===== src/design/bscan_pkg.sv =====
// Constants shared by the boundary-scan test port and its cell chain
package bscan_pkg;
   localparam int          IR_LEN        = 8;
   localparam int          CHAIN_LEN     = 94;
   localparam int          ENABLE_CELL   = 26;
   localparam int          SYNC_STAGES   = 2;
   localparam int          TLR_TMS_COUNT = 5;
   localparam logic [7:0]  OP_BYPASS     = 8'hff;
   localparam logic [7:0]  OP_EXTEST     = 8'h00;
   localparam logic [7:0]  OP_INTEST     = 8'h40;
   localparam logic [5:0]  OP_SAMPLE_LOW = 6'h0b;
   localparam logic [7:0]  IR_CAPTURE    = 8'h01;
   localparam logic [7:0]  IR_RESET      = 8'hff;
   // Ones mark input cells; zeros mark output and three-state enable cells
   localparam logic [93:0] IN_CELL_MASK  = 94'h3caaaa0002aaaaaaa8000ffe;

   typedef enum logic [15:0] {
      ST_RESET      = 16'h0001,
      ST_IDLE       = 16'h0002,
      ST_SEL_DR     = 16'h0004,
      ST_CAPTURE_DR = 16'h0008,
      ST_SHIFT_DR   = 16'h0010,
      ST_EXIT1_DR   = 16'h0020,
      ST_PAUSE_DR   = 16'h0040,
      ST_EXIT2_DR   = 16'h0080,
      ST_UPDATE_DR  = 16'h0100,
      ST_SEL_IR     = 16'h0200,
      ST_CAPTURE_IR = 16'h0400,
      ST_SHIFT_IR   = 16'h0800,
      ST_EXIT1_IR   = 16'h1000,
      ST_PAUSE_IR   = 16'h2000,
      ST_EXIT2_IR   = 16'h4000,
      ST_UPDATE_IR  = 16'h8000
   } tap_state_t;
endpackage


===== src/design/bscan_chain_if.sv =====
// Signals between the test port controller and the boundary cell chain
`timescale 1ns/1ps
interface bscan_chain_if #(parameter int N = 94);
   logic         capture;
   logic         shift;
   logic         update;
   logic         serial_in;
   logic         serial_out;
   logic         extest;
   logic         intest;
   logic         clear;
   logic [N-1:0] pad_in;
   logic [N-1:0] core_out;
   logic [N-1:0] pad_out;
   logic [N-1:0] core_in;

   modport ctrl (output capture, shift, update, serial_in, extest, intest, clear, pad_in, core_out,
                 input serial_out, pad_out, core_in);
   modport chain (input capture, shift, update, serial_in, extest, intest, clear, pad_in, core_out,
                  output serial_out, pad_out, core_in);
endinterface


===== src/design/boundary_chain.sv =====
// Boundary cell loop: capture, shift and update stages for every pad
`timescale 1ns/1ps
module boundary_chain
   import bscan_pkg::*;
#(
   parameter int               N       = CHAIN_LEN,
   parameter logic [CHAIN_LEN-1:0] IN_MASK = IN_CELL_MASK
)(
   input  wire logic   CLK,    // System clock
   input  wire logic   RESET,  // Asynchronous reset, active high
   bscan_chain_if.chain bus     // Strobes and pad vectors
);
   logic [N-1:0] shift_reg;
   logic [N-1:0] update_reg;
   logic [N-1:0] captured;

   // Input cells watch the pad, output and enable cells watch the core
   assign captured       = (IN_MASK & bus.pad_in) | (~IN_MASK & bus.core_out);
   assign bus.serial_out = shift_reg[0];
   assign bus.pad_out    = bus.extest ? ((~IN_MASK & update_reg) | (IN_MASK & bus.core_out))
                                      : bus.core_out;
   assign bus.core_in    = bus.intest ? ((IN_MASK & update_reg) | (~IN_MASK & bus.pad_in))
                                      : bus.pad_in;

   //////////////////////////////////////////////////////////////////////////////
   always_ff @(posedge CLK or posedge RESET)
   begin
      if (RESET)
      begin
         shift_reg  <= '0;
         update_reg <= '0;
      end
      else if (bus.clear)
      begin
         update_reg <= '0;
      end
      else
      begin
         if (bus.capture)
            shift_reg <= captured;
         // cell 0 nearest the serial output
         else if (bus.shift)
            shift_reg <= {bus.serial_in, shift_reg[N-1:1]};
         if (bus.update)
            update_reg <= shift_reg;
      end
   end
endmodule


===== src/design/boundary_scan_test_port.sv =====
// Boundary-scan test access port: pin sampling, controller, instructions and serial output
//
// Notes on behaviour
// - Active-low test reset clears only the controller, instruction, serial output and cell update stages; pulse or hold low.
// - All test logic is paced by the test clock, apart from the test reset.
// - Serial input carries instructions and data; mode select steers the controller.
// - Serial input and mode select are taken on each test clock rising edge.
// - Serial output changes only on a falling edge of the test clock, or when the test reset clears it.
// - Instruction register is exactly eight bits, with no parity bit.
// - All ones selects bypass; all zeros selects external test without inversion.
// - Code 01000000 selects internal test; low six bits 001011 select sample/preload.
// - Test cells sit between every functional pad and the core.
// - Each three-state output group has its own enable cell.
// - Cell 26 enables every frame-store memory pad.
// - Chain holds cells 0 to 93 in fixed order; stream follows it.
`timescale 1ns/1ps
module boundary_scan_test_port
   import bscan_pkg::*;
#(
   parameter int N = CHAIN_LEN
)(
   input  wire logic         CLK,                    // System clock, 50 MHz
   input  wire logic         RESET,                  // Asynchronous reset, active high
   input  wire logic         TCK,                    // Test clock from the outside controller
   input  wire logic         TMS,                    // Test mode select
   input  wire logic         TDI,                    // Test serial data in
   input  wire logic         TRST_N,                 // Test reset, active low
   output logic              TDO,                    // Test serial data out
   output logic              TDO_OE,                 // Serial output driven while shifting
   input  wire logic [N-1:0] PAD_IN,                 // Levels seen at the pads
   input  wire logic [N-1:0] CORE_OUT,               // Core values and enables towards pads
   output logic      [N-1:0] PAD_OUT,                // Values and enables driven to pads
   output logic      [N-1:0] CORE_IN,                // Values handed to the core
   output logic              FRAME_STORE_PAD_ENABLE, // Enable of all frame-store pads
   output logic      [7:0]   INSTRUCTION             // Active instruction
);
   bscan_chain_if #(.N(N)) chain_bus ();

   logic [SYNC_STAGES-1:0] tck_sync;
   logic [SYNC_STAGES-1:0] tms_sync;
   logic [SYNC_STAGES-1:0] tdi_sync;
   logic [SYNC_STAGES-1:0] trst_sync;
   logic [N-1:0]           pad_meta;
   logic [N-1:0]           pad_sync;
   logic                   tck_last;
   tap_state_t             state;
   tap_state_t             next_state;
   logic [IR_LEN-1:0]      ir_shift;
   logic [IR_LEN-1:0]      ir;
   logic                   bypass_bit;
   logic                   tck_rise;
   logic                   tck_fall;
   logic                   tms;
   logic                   tdi;
   logic                   trst_active;
   logic                   sel_bypass;
   logic                   sel_extest;
   logic                   sel_intest;
   logic                   sel_sample;
   logic                   sel_chain;
   logic                   shift_out;
   logic                   shifting;

   //////////////////////////////////////////////////////////////////////////////
   // Next controller state for a given mode select
   function automatic tap_state_t tap_step(input tap_state_t s, input logic m);
      case (s)
         ST_RESET:      tap_step = m ? ST_RESET     : ST_IDLE;
         ST_IDLE:       tap_step = m ? ST_SEL_DR    : ST_IDLE;
         ST_SEL_DR:     tap_step = m ? ST_SEL_IR    : ST_CAPTURE_DR;
         ST_CAPTURE_DR: tap_step = m ? ST_EXIT1_DR  : ST_SHIFT_DR;
         ST_SHIFT_DR:   tap_step = m ? ST_EXIT1_DR  : ST_SHIFT_DR;
         ST_EXIT1_DR:   tap_step = m ? ST_UPDATE_DR : ST_PAUSE_DR;
         ST_PAUSE_DR:   tap_step = m ? ST_EXIT2_DR  : ST_PAUSE_DR;
         ST_EXIT2_DR:   tap_step = m ? ST_UPDATE_DR : ST_SHIFT_DR;
         ST_UPDATE_DR:  tap_step = m ? ST_SEL_DR    : ST_IDLE;
         ST_SEL_IR:     tap_step = m ? ST_RESET     : ST_CAPTURE_IR;
         ST_CAPTURE_IR: tap_step = m ? ST_EXIT1_IR  : ST_SHIFT_IR;
         ST_SHIFT_IR:   tap_step = m ? ST_EXIT1_IR  : ST_SHIFT_IR;
         ST_EXIT1_IR:   tap_step = m ? ST_UPDATE_IR : ST_PAUSE_IR;
         ST_PAUSE_IR:   tap_step = m ? ST_EXIT2_IR  : ST_PAUSE_IR;
         ST_EXIT2_IR:   tap_step = m ? ST_UPDATE_IR : ST_SHIFT_IR;
         ST_UPDATE_IR:  tap_step = m ? ST_SEL_DR    : ST_IDLE;
         default:       tap_step = ST_RESET;
      endcase
   endfunction

   //////////////////////////////////////////////////////////////////////////////
   // Two-stage synchronisers for every pin from outside this clock
   always_ff @(posedge CLK or posedge RESET)
   begin
      if (RESET)
      begin
         tck_sync  <= '0;
         tms_sync  <= '1;
         tdi_sync  <= '1;
         trst_sync <= '0;
         pad_meta  <= '0;
         pad_sync  <= '0;
         tck_last  <= 1'b0;
      end
      else
      begin
         tck_sync  <= {tck_sync[0], TCK};
         tms_sync  <= {tms_sync[0], TMS};
         tdi_sync  <= {tdi_sync[0], TDI};
         trst_sync <= {trst_sync[0], TRST_N};
         pad_meta  <= PAD_IN;
         pad_sync  <= pad_meta;
         tck_last  <= tck_sync[1];
      end
   end

   // test clock edges pace all test logic
   assign tck_rise    = tck_sync[1] & ~tck_last;
   assign tck_fall    = ~tck_sync[1] & tck_last;
   assign tms         = tms_sync[1];
   assign tdi         = tdi_sync[1];
   assign trst_active = ~trst_sync[1];
   assign next_state  = tap_step(state, tms);

   //////////////////////////////////////////////////////////////////////////////
   // Instruction decode; unknown codes fall back to bypass
   // all zeros and 01000000
   assign sel_extest = (ir == OP_EXTEST);
   assign sel_intest = (ir == OP_INTEST);
   assign sel_sample = (ir[5:0] == OP_SAMPLE_LOW);
   assign sel_chain  = sel_extest | sel_intest | sel_sample;
   assign sel_bypass = ~sel_chain;
   assign shifting   = (state == ST_SHIFT_DR) | (state == ST_SHIFT_IR);
   assign shift_out  = (state == ST_SHIFT_IR) ? ir_shift[0]
                     : (sel_bypass ? bypass_bit : chain_bus.serial_out);

   assign chain_bus.capture   = tck_rise & sel_chain & (state == ST_CAPTURE_DR);
   assign chain_bus.shift     = tck_rise & sel_chain & (state == ST_SHIFT_DR);
   assign chain_bus.update    = tck_fall & (sel_extest | sel_intest | sel_sample) & (state == ST_UPDATE_DR);
   assign chain_bus.serial_in = tdi;
   assign chain_bus.extest    = sel_extest;
   assign chain_bus.intest    = sel_intest;
   assign chain_bus.clear     = trst_active;
   assign chain_bus.pad_in    = pad_sync;
   assign chain_bus.core_out  = CORE_OUT;

   boundary_chain #(.N(N), .IN_MASK(IN_CELL_MASK)) cells (
      .CLK   (CLK),
      .RESET (RESET),
      .bus   (chain_bus)
   );

   //////////////////////////////////////////////////////////////////////////////
   // Controller and instruction path, stepped on test clock rising edges; instruction loads on a falling edge in update
   always_ff @(posedge CLK or posedge RESET)
   begin
      if (RESET)
      begin
         state    <= ST_RESET;
         ir_shift <= IR_RESET;
         ir       <= IR_RESET;
      end
      else if (trst_active)
      begin
         state    <= ST_RESET;
         ir_shift <= IR_RESET;
         ir       <= IR_RESET;
      end
      else if (tck_rise)
      begin
         // mode select steers, five highs reach reset
         state <= next_state;
         // instruction falls back on entering reset
         if (next_state == ST_RESET)
            ir <= IR_RESET;
         if (state == ST_CAPTURE_IR)
            ir_shift <= IR_CAPTURE;
         else if (state == ST_SHIFT_IR)
            ir_shift <= {tdi, ir_shift[IR_LEN-1:1]};
      end
      else if (tck_fall && state == ST_UPDATE_IR)
      begin
         ir <= ir_shift;
      end
   end

   always_ff @(posedge CLK or posedge RESET)
   begin
      if (RESET)
         bypass_bit <= 1'b0;
      else if (tck_rise && state == ST_CAPTURE_DR)
         bypass_bit <= 1'b0;
      else if (tck_rise && state == ST_SHIFT_DR)
         bypass_bit <= tdi;
   end

   //////////////////////////////////////////////////////////////////////////////
   // serial output moves only on falling edges or when test reset clears it
   always_ff @(posedge CLK or posedge RESET)
   begin
      if (RESET)
      begin
         TDO    <= 1'b0;
         TDO_OE <= 1'b0;
      end
      else if (trst_active)
      begin
         TDO    <= 1'b0;
         TDO_OE <= 1'b0;
      end
      else if (tck_fall)
      begin
         TDO    <= shifting ? shift_out : 1'b0;
         TDO_OE <= shifting;
      end
   end

   // Registered pad, core and enable outputs
   always_ff @(posedge CLK or posedge RESET)
   begin
      if (RESET)
      begin
         PAD_OUT                <= '0;
         CORE_IN                <= '0;
         FRAME_STORE_PAD_ENABLE <= 1'b0;
         INSTRUCTION            <= IR_RESET;
      end
      else
      begin
         PAD_OUT                <= chain_bus.pad_out;
         CORE_IN                <= chain_bus.core_in;
         // enable cell 26 for frame store
         FRAME_STORE_PAD_ENABLE <= chain_bus.pad_out[ENABLE_CELL];
         INSTRUCTION            <= ir;
      end
   end
endmodule


===== config.mk =====
export PLATFORM = sky130hd
export DESIGN_NAME = boundary_scan_test_port
export DESIGN_NICKNAME = d
export VERILOG_FILES = /design/src/design/bscan_pkg.sv /design/src/design/bscan_chain_if.sv /design/src/design/boundary_chain.sv /design/src/design/boundary_scan_test_port.sv
export SDC_FILE = /design/constraint.sdc
export NUM_CORES = 1
export LEC_CHECK = 0
export ABC_AREA = 1
export BUFFER_PORTS_ARGS = -buffer_cell sky130_fd_sc_hd__buf_2
export CORE_MARGIN = 3
export CORE_UTILIZATION = 45
export CTS_BUF_LIST = sky130_fd_sc_hd__clkbuf_16
export CTS_CLUSTER_DIAMETER = 100
export CTS_CLUSTER_SIZE = 10
export DETAILED_ROUTE_END_ITERATION = 12
export PLACE_DENSITY = 0.67
export SLEW_MARGIN = 20
export SYNTH_ARGS = -nofsm -noshare
export SYNTH_HDL_FRONTEND = slang
export SYNTH_SLANG_ARGS = --single-unit

===== constraint.sdc =====
create_clock -name CLK -period 36.6 [get_ports CLK]
set_input_delay 9.15 -clock CLK [delete_from_list [all_inputs] [get_ports CLK]]
set_output_delay 9.15 -clock CLK [all_outputs]
set_load 0.05 [all_outputs]

After elaboration in Yosys (flattened, before gate mapping)
Cells that the tools add are included.
- flip-flop bits (word level): 617
- output and inout port bits: 199
- bitwise gates (word level): 15
- equal/unequal tests: 25
- muxes and demuxes: 38
- reductions and logical operators: 12
- operators by type and width (operator ; number):
    $mux 94 ; 6
    $pmux 16 s12 ; 1
    $or 94x90->94 ; 2
    $or 90x94->94 ; 1
    $mux 8 ; 9
    $mux 16 ; 4
    $eq 16x1->1 const B ; 2
    $mux 9 ; 2
    $eq 16x10->1 const B ; 1
    $eq 16x11->1 const B ; 1
    $eq 16x12->1 const B ; 1
    $eq 16x13->1 const B ; 1
    $eq 16x14->1 const B ; 1
    $eq 16x15->1 const B ; 1
    $eq 16x16->1 const B ; 1
    $eq 16x2->1 const B ; 1
    $eq 16x3->1 const B ; 1
    $eq 16x4->1 const B ; 1
    $eq 16x5->1 const B ; 1
    $eq 16x6->1 const B ; 1
    $eq 16x7->1 const B ; 1
    $eq 16x8->1 const B ; 1
    $eq 16x9->1 const B ; 1
    $mux 15 ; 1
    other kinds (21) ; 47

Depth between registers and ports, before layout
- depth in word-level cells: 8
- depth in mapped cells: 14
- gate-level depth less buffers: 14

Hierarchy
Synthesis repeated with hierarchy kept, for this count alone.
- cell total of the unflattened synthesis: 2173
- area total of the unflattened synthesis: 22387.7 um^2
- modules (own cells, without submodules) (module ; area each (um^2) ; times used ; cells each ; sequential area each (um^2)):
    boundary_scan_test_port ; 11987.7 ; 1 ; 663 ; 10746.6
    boundary_chain ; 10400.0 ; 1 ; 1510 ; 4704.5

Worst setup path before layout
Ideal clock, no wire load.
- path type: reg2out
- from: register PAD_OUT[26]
- to: output port PAD_OUT[26]
- path slack: 26564 ps
- required time: 27450 ps
- cell stages (with the launch flop): 2
- data arrival time: 886 ps
- cells stage by stage: dfrtp_1 -> buf_4
- RTL lines (item ; RTL line ; text):
    from (decl) ; boundary_scan_test_port.sv:32 ; output logic [N-1:0] PAD_OUT,
    from (signal assigned) ; boundary_scan_test_port.sv:227 ; PAD_OUT <= chain_bus.pad_out;
No word-level cell between the ends.

==> impl_metrics.csv <==
group,metric,value,unit
layout,fill_cells,3760,
synthesis,avgSynthCellArea,11.82,µm²
layout,fin_area,25160,µm²
global_routing,gr-total-overflow,0,
clocking,cts_num_sinks,616,
setup_path,endpoint_kind,"asynchronous set/reset pin",
clocking,cts_inserted_buffers,71,
timing,fmax,90.40,MHz
setup_path,start_kind,"input port",
drt,wirelength,50270,µm
pwr,pwr-share-clk,0.431,
pwr,power_density,57.29,nW/µm²
timing,rsz0062_at_grt,"false",
global_routing,grt_pass1_vias,14520,
synthesis,async_reset_ff_frac,1.000,
floorplanning,chipWidth,220.4,µm
min_path,hold_depth,0,
run_status,status,"finished, final reports clean",
timing,layout_setup_ws,25.54,ns
timing,post-route-period-util,0.3023,
layout,area_growth,21.65,%
layout,layout_common_cells,"dfrtp_1, buf_2, nand2_1",
clocking,cts_root_buf,"clkbuf_16",
setup_path,cp.arrival,11.65,ns
placed_design,dp_hpwl,30790,µm
placed_design,dp_slack,24.64,ns
synthesis,yosys.area.top_type,"dfrtp_1",
drt,met2_length,23790,µm
synthesis,syn-cell-area,20680,µm²
drt,drtAntennaViolNets,0,
setup_path,path_max_fanout,188,
layout,layout_commonest_cell,"dfrtp_1",
global_routing,grt_max_degree,189,
global_routing,grt_use_total,0.2101,
setup_path,rr_worst_depth,10,
setup_path,critical_path_class,"input port to asynchronous set/reset pin",
pwr,leakage,12.42,nW
synthesis,yosys_warnings,0,
timing,final_hold_viol_count,0,
clocking,hold_buffers,0,
pwr,power,1.441,mW
global_routing,antenna_found_initial,5,
floorplanning,die_area,48560,µm²
clocking,cts.path.max_buffers,3,
run,cap_violations,0,
pwr,ir_drop,0.05382,mV
synthesis,synth_cells,1750,
setup_path,cp_data_required_time,37.19,ns
clocking,postCtsSetupBuffers,0,
drt,wl_met3,4432,µm
synthesis,yosysTopAreaCellShare,0.7103,
layout,drive_gt1_frac,0.2503,
placed_design,dpl_cell_area,23110,µm²
timing,period_needed,11.06,ns
placed_design,routabilityCongestion,0.8083,
timing,tightest_slew,0.9856,ns
placed_design,port_buffers,392,
clocking,clk_latency,0.60,ns
floorplanning,chipHeight,220.4,µm
pwr,combPwrFrac,0.069,
synthesis,synthTopCellsByArea,"dfrtp_1, o21ai_0, nand2_1",
clocking,h-tree-depth,3,
synthesis,synth-main-ff-cell,"dfrtp_1",
floorplanning,ioPinCount,393,
pwr,power.internal,1.092,mW
drt,drt-met1-wl,20930,µm
synthesis,yosysUniqueCellTypes,35,
drt,post_drt_wl_per_cell,18.23,µm
drt,top_layer,"met5",
floorplanning,start_util,0.4616,
synthesis,synth-seq-cells,616,
clocking,cts_tree,"done",
synthesis,synth_nets,1944,
timing,setup_viol,0,
synthesis,yosysSeqAreaShare,0.7472,
clocking,clk_pin_slew,0.05,ns
timing,skew,0.01847,ns
layout,nNetsFinal,2332,
timing,max_slew_margin,0.3430,
min_path,holdCritPathClass,"flip-flop to flip-flop",
drt,num_vias,13980,
drt,remaining_drc_errors,0,
floorplanning,rows,77,
timing,tns,0,ns
floorplanning,core_area,44800,µm²
timing,report.final.slew_viol_count,0,
synthesis,synth_edf_count,0,
drt,viasPerCell,5.067,
drt,firstDrtPassIters,5,
drt,drt_iter0_drc,1122,
pwr,swShare,0.2425,
clocking,ctsResizeCount,0,
pwr,p_sw,349.5,µW
pwr,pwr-share-seq,0.501,
global_routing,grt_pass1_wl,79140,µm
## power groups by stage
stage / clock, mW / combinational (mW) / sequential [mW]
after floorplan: 0 / 0.0231 / 0.773
final: 0.621 / 0.0988 / 0.722
after global routing: 0.667 / 0.107 / 0.724
after CTS: 0.636 / 0.100 / 0.722
after global placement: 0 / 0.0992 / 0.732
after detailed placement: 0 / 0.100 / 0.733
## layout make-up
cell class	count	area, µm²	share of cell area
diodes	1	2.502	0.00009947
clock buffers	72	1802	0.07162
clock inverters	28	203.9	0.008107
inverters	180	684.4	0.02721
multi-input cells	865	4183	0.1663
flip-flops and latches	616	15450	0.6142
well taps	592	740.7	0.02944
repair buffers	404	2088	0.08301
## worst paths after layout
check / start / end / slack, ns
max: RESET / PAD_OUT[46] / 25.54
max reg2reg: ir[6] / cells.shift_reg[10] / 31.81
min in group asynchronous: RESET / chain_bus.pad_in[42] / 8.72
max in group CLK: INSTRUCTION[0] / INSTRUCTION[0] / 26.08
min: chain_bus.pad_in[40] / CORE_IN[40] / 0.34
min reg2reg: chain_bus.pad_in[40] / CORE_IN[40] / 0.34
## cell families (layout without fill, tap and decap cells)
logic type	after synthesis	count (layout)	share of synthesized area
flip-flops	616	616	0.7472
AO/OA/AOI/OAI	511	511	0.1284
other	0	1	0
buffers and inverters	269	684	0.05294
AND/OR/NAND/NOR	354	354	0.07145
## critical path: stages
cell	delay, ns
buf_2	0.13
inv_8	0.57
buf_12	0.72
buf_4	0.81
## layer usage
metal,GRT usage,vias to the layer above
li1,-,6468
met2,0.3285,547
met5,0,-
met3,0.07182,88
met1,0.2822,6865
met4,0.06096,8
## synth_stat cells (3+ instances only)
library cell    n
nand2_1       259
nor3_1          6
nand3_2         3
o21ai_0       220
nand3_1        28
dfstp_2        29
buf_2          24
nor2_1         35
nand2_2         5
o21ai_1        75
nor2_2          4
buf_1           4
or2_2           6
buf_6           4
clkbuf_2        5
o22ai_1        51
clkbuf_1       47
inv_1         178
dfrtp_1       587
buf_4           5
a21oi_1       155
## metrics by stage
stage          cells  hold WS [ns]    util
2_1_floorplan   1750        0.3312       -
3_3_place_gp    2656        0.3312  0.5158
3_5_place_dp    2656        0.3347  0.5158
4_1_cts         2756        0.3369  0.5606
5_1_grt         2758        0.3416  0.5615
6_report        2758        0.3402  0.5615
No activity file was read; power rests on OpenSTA's default activity.
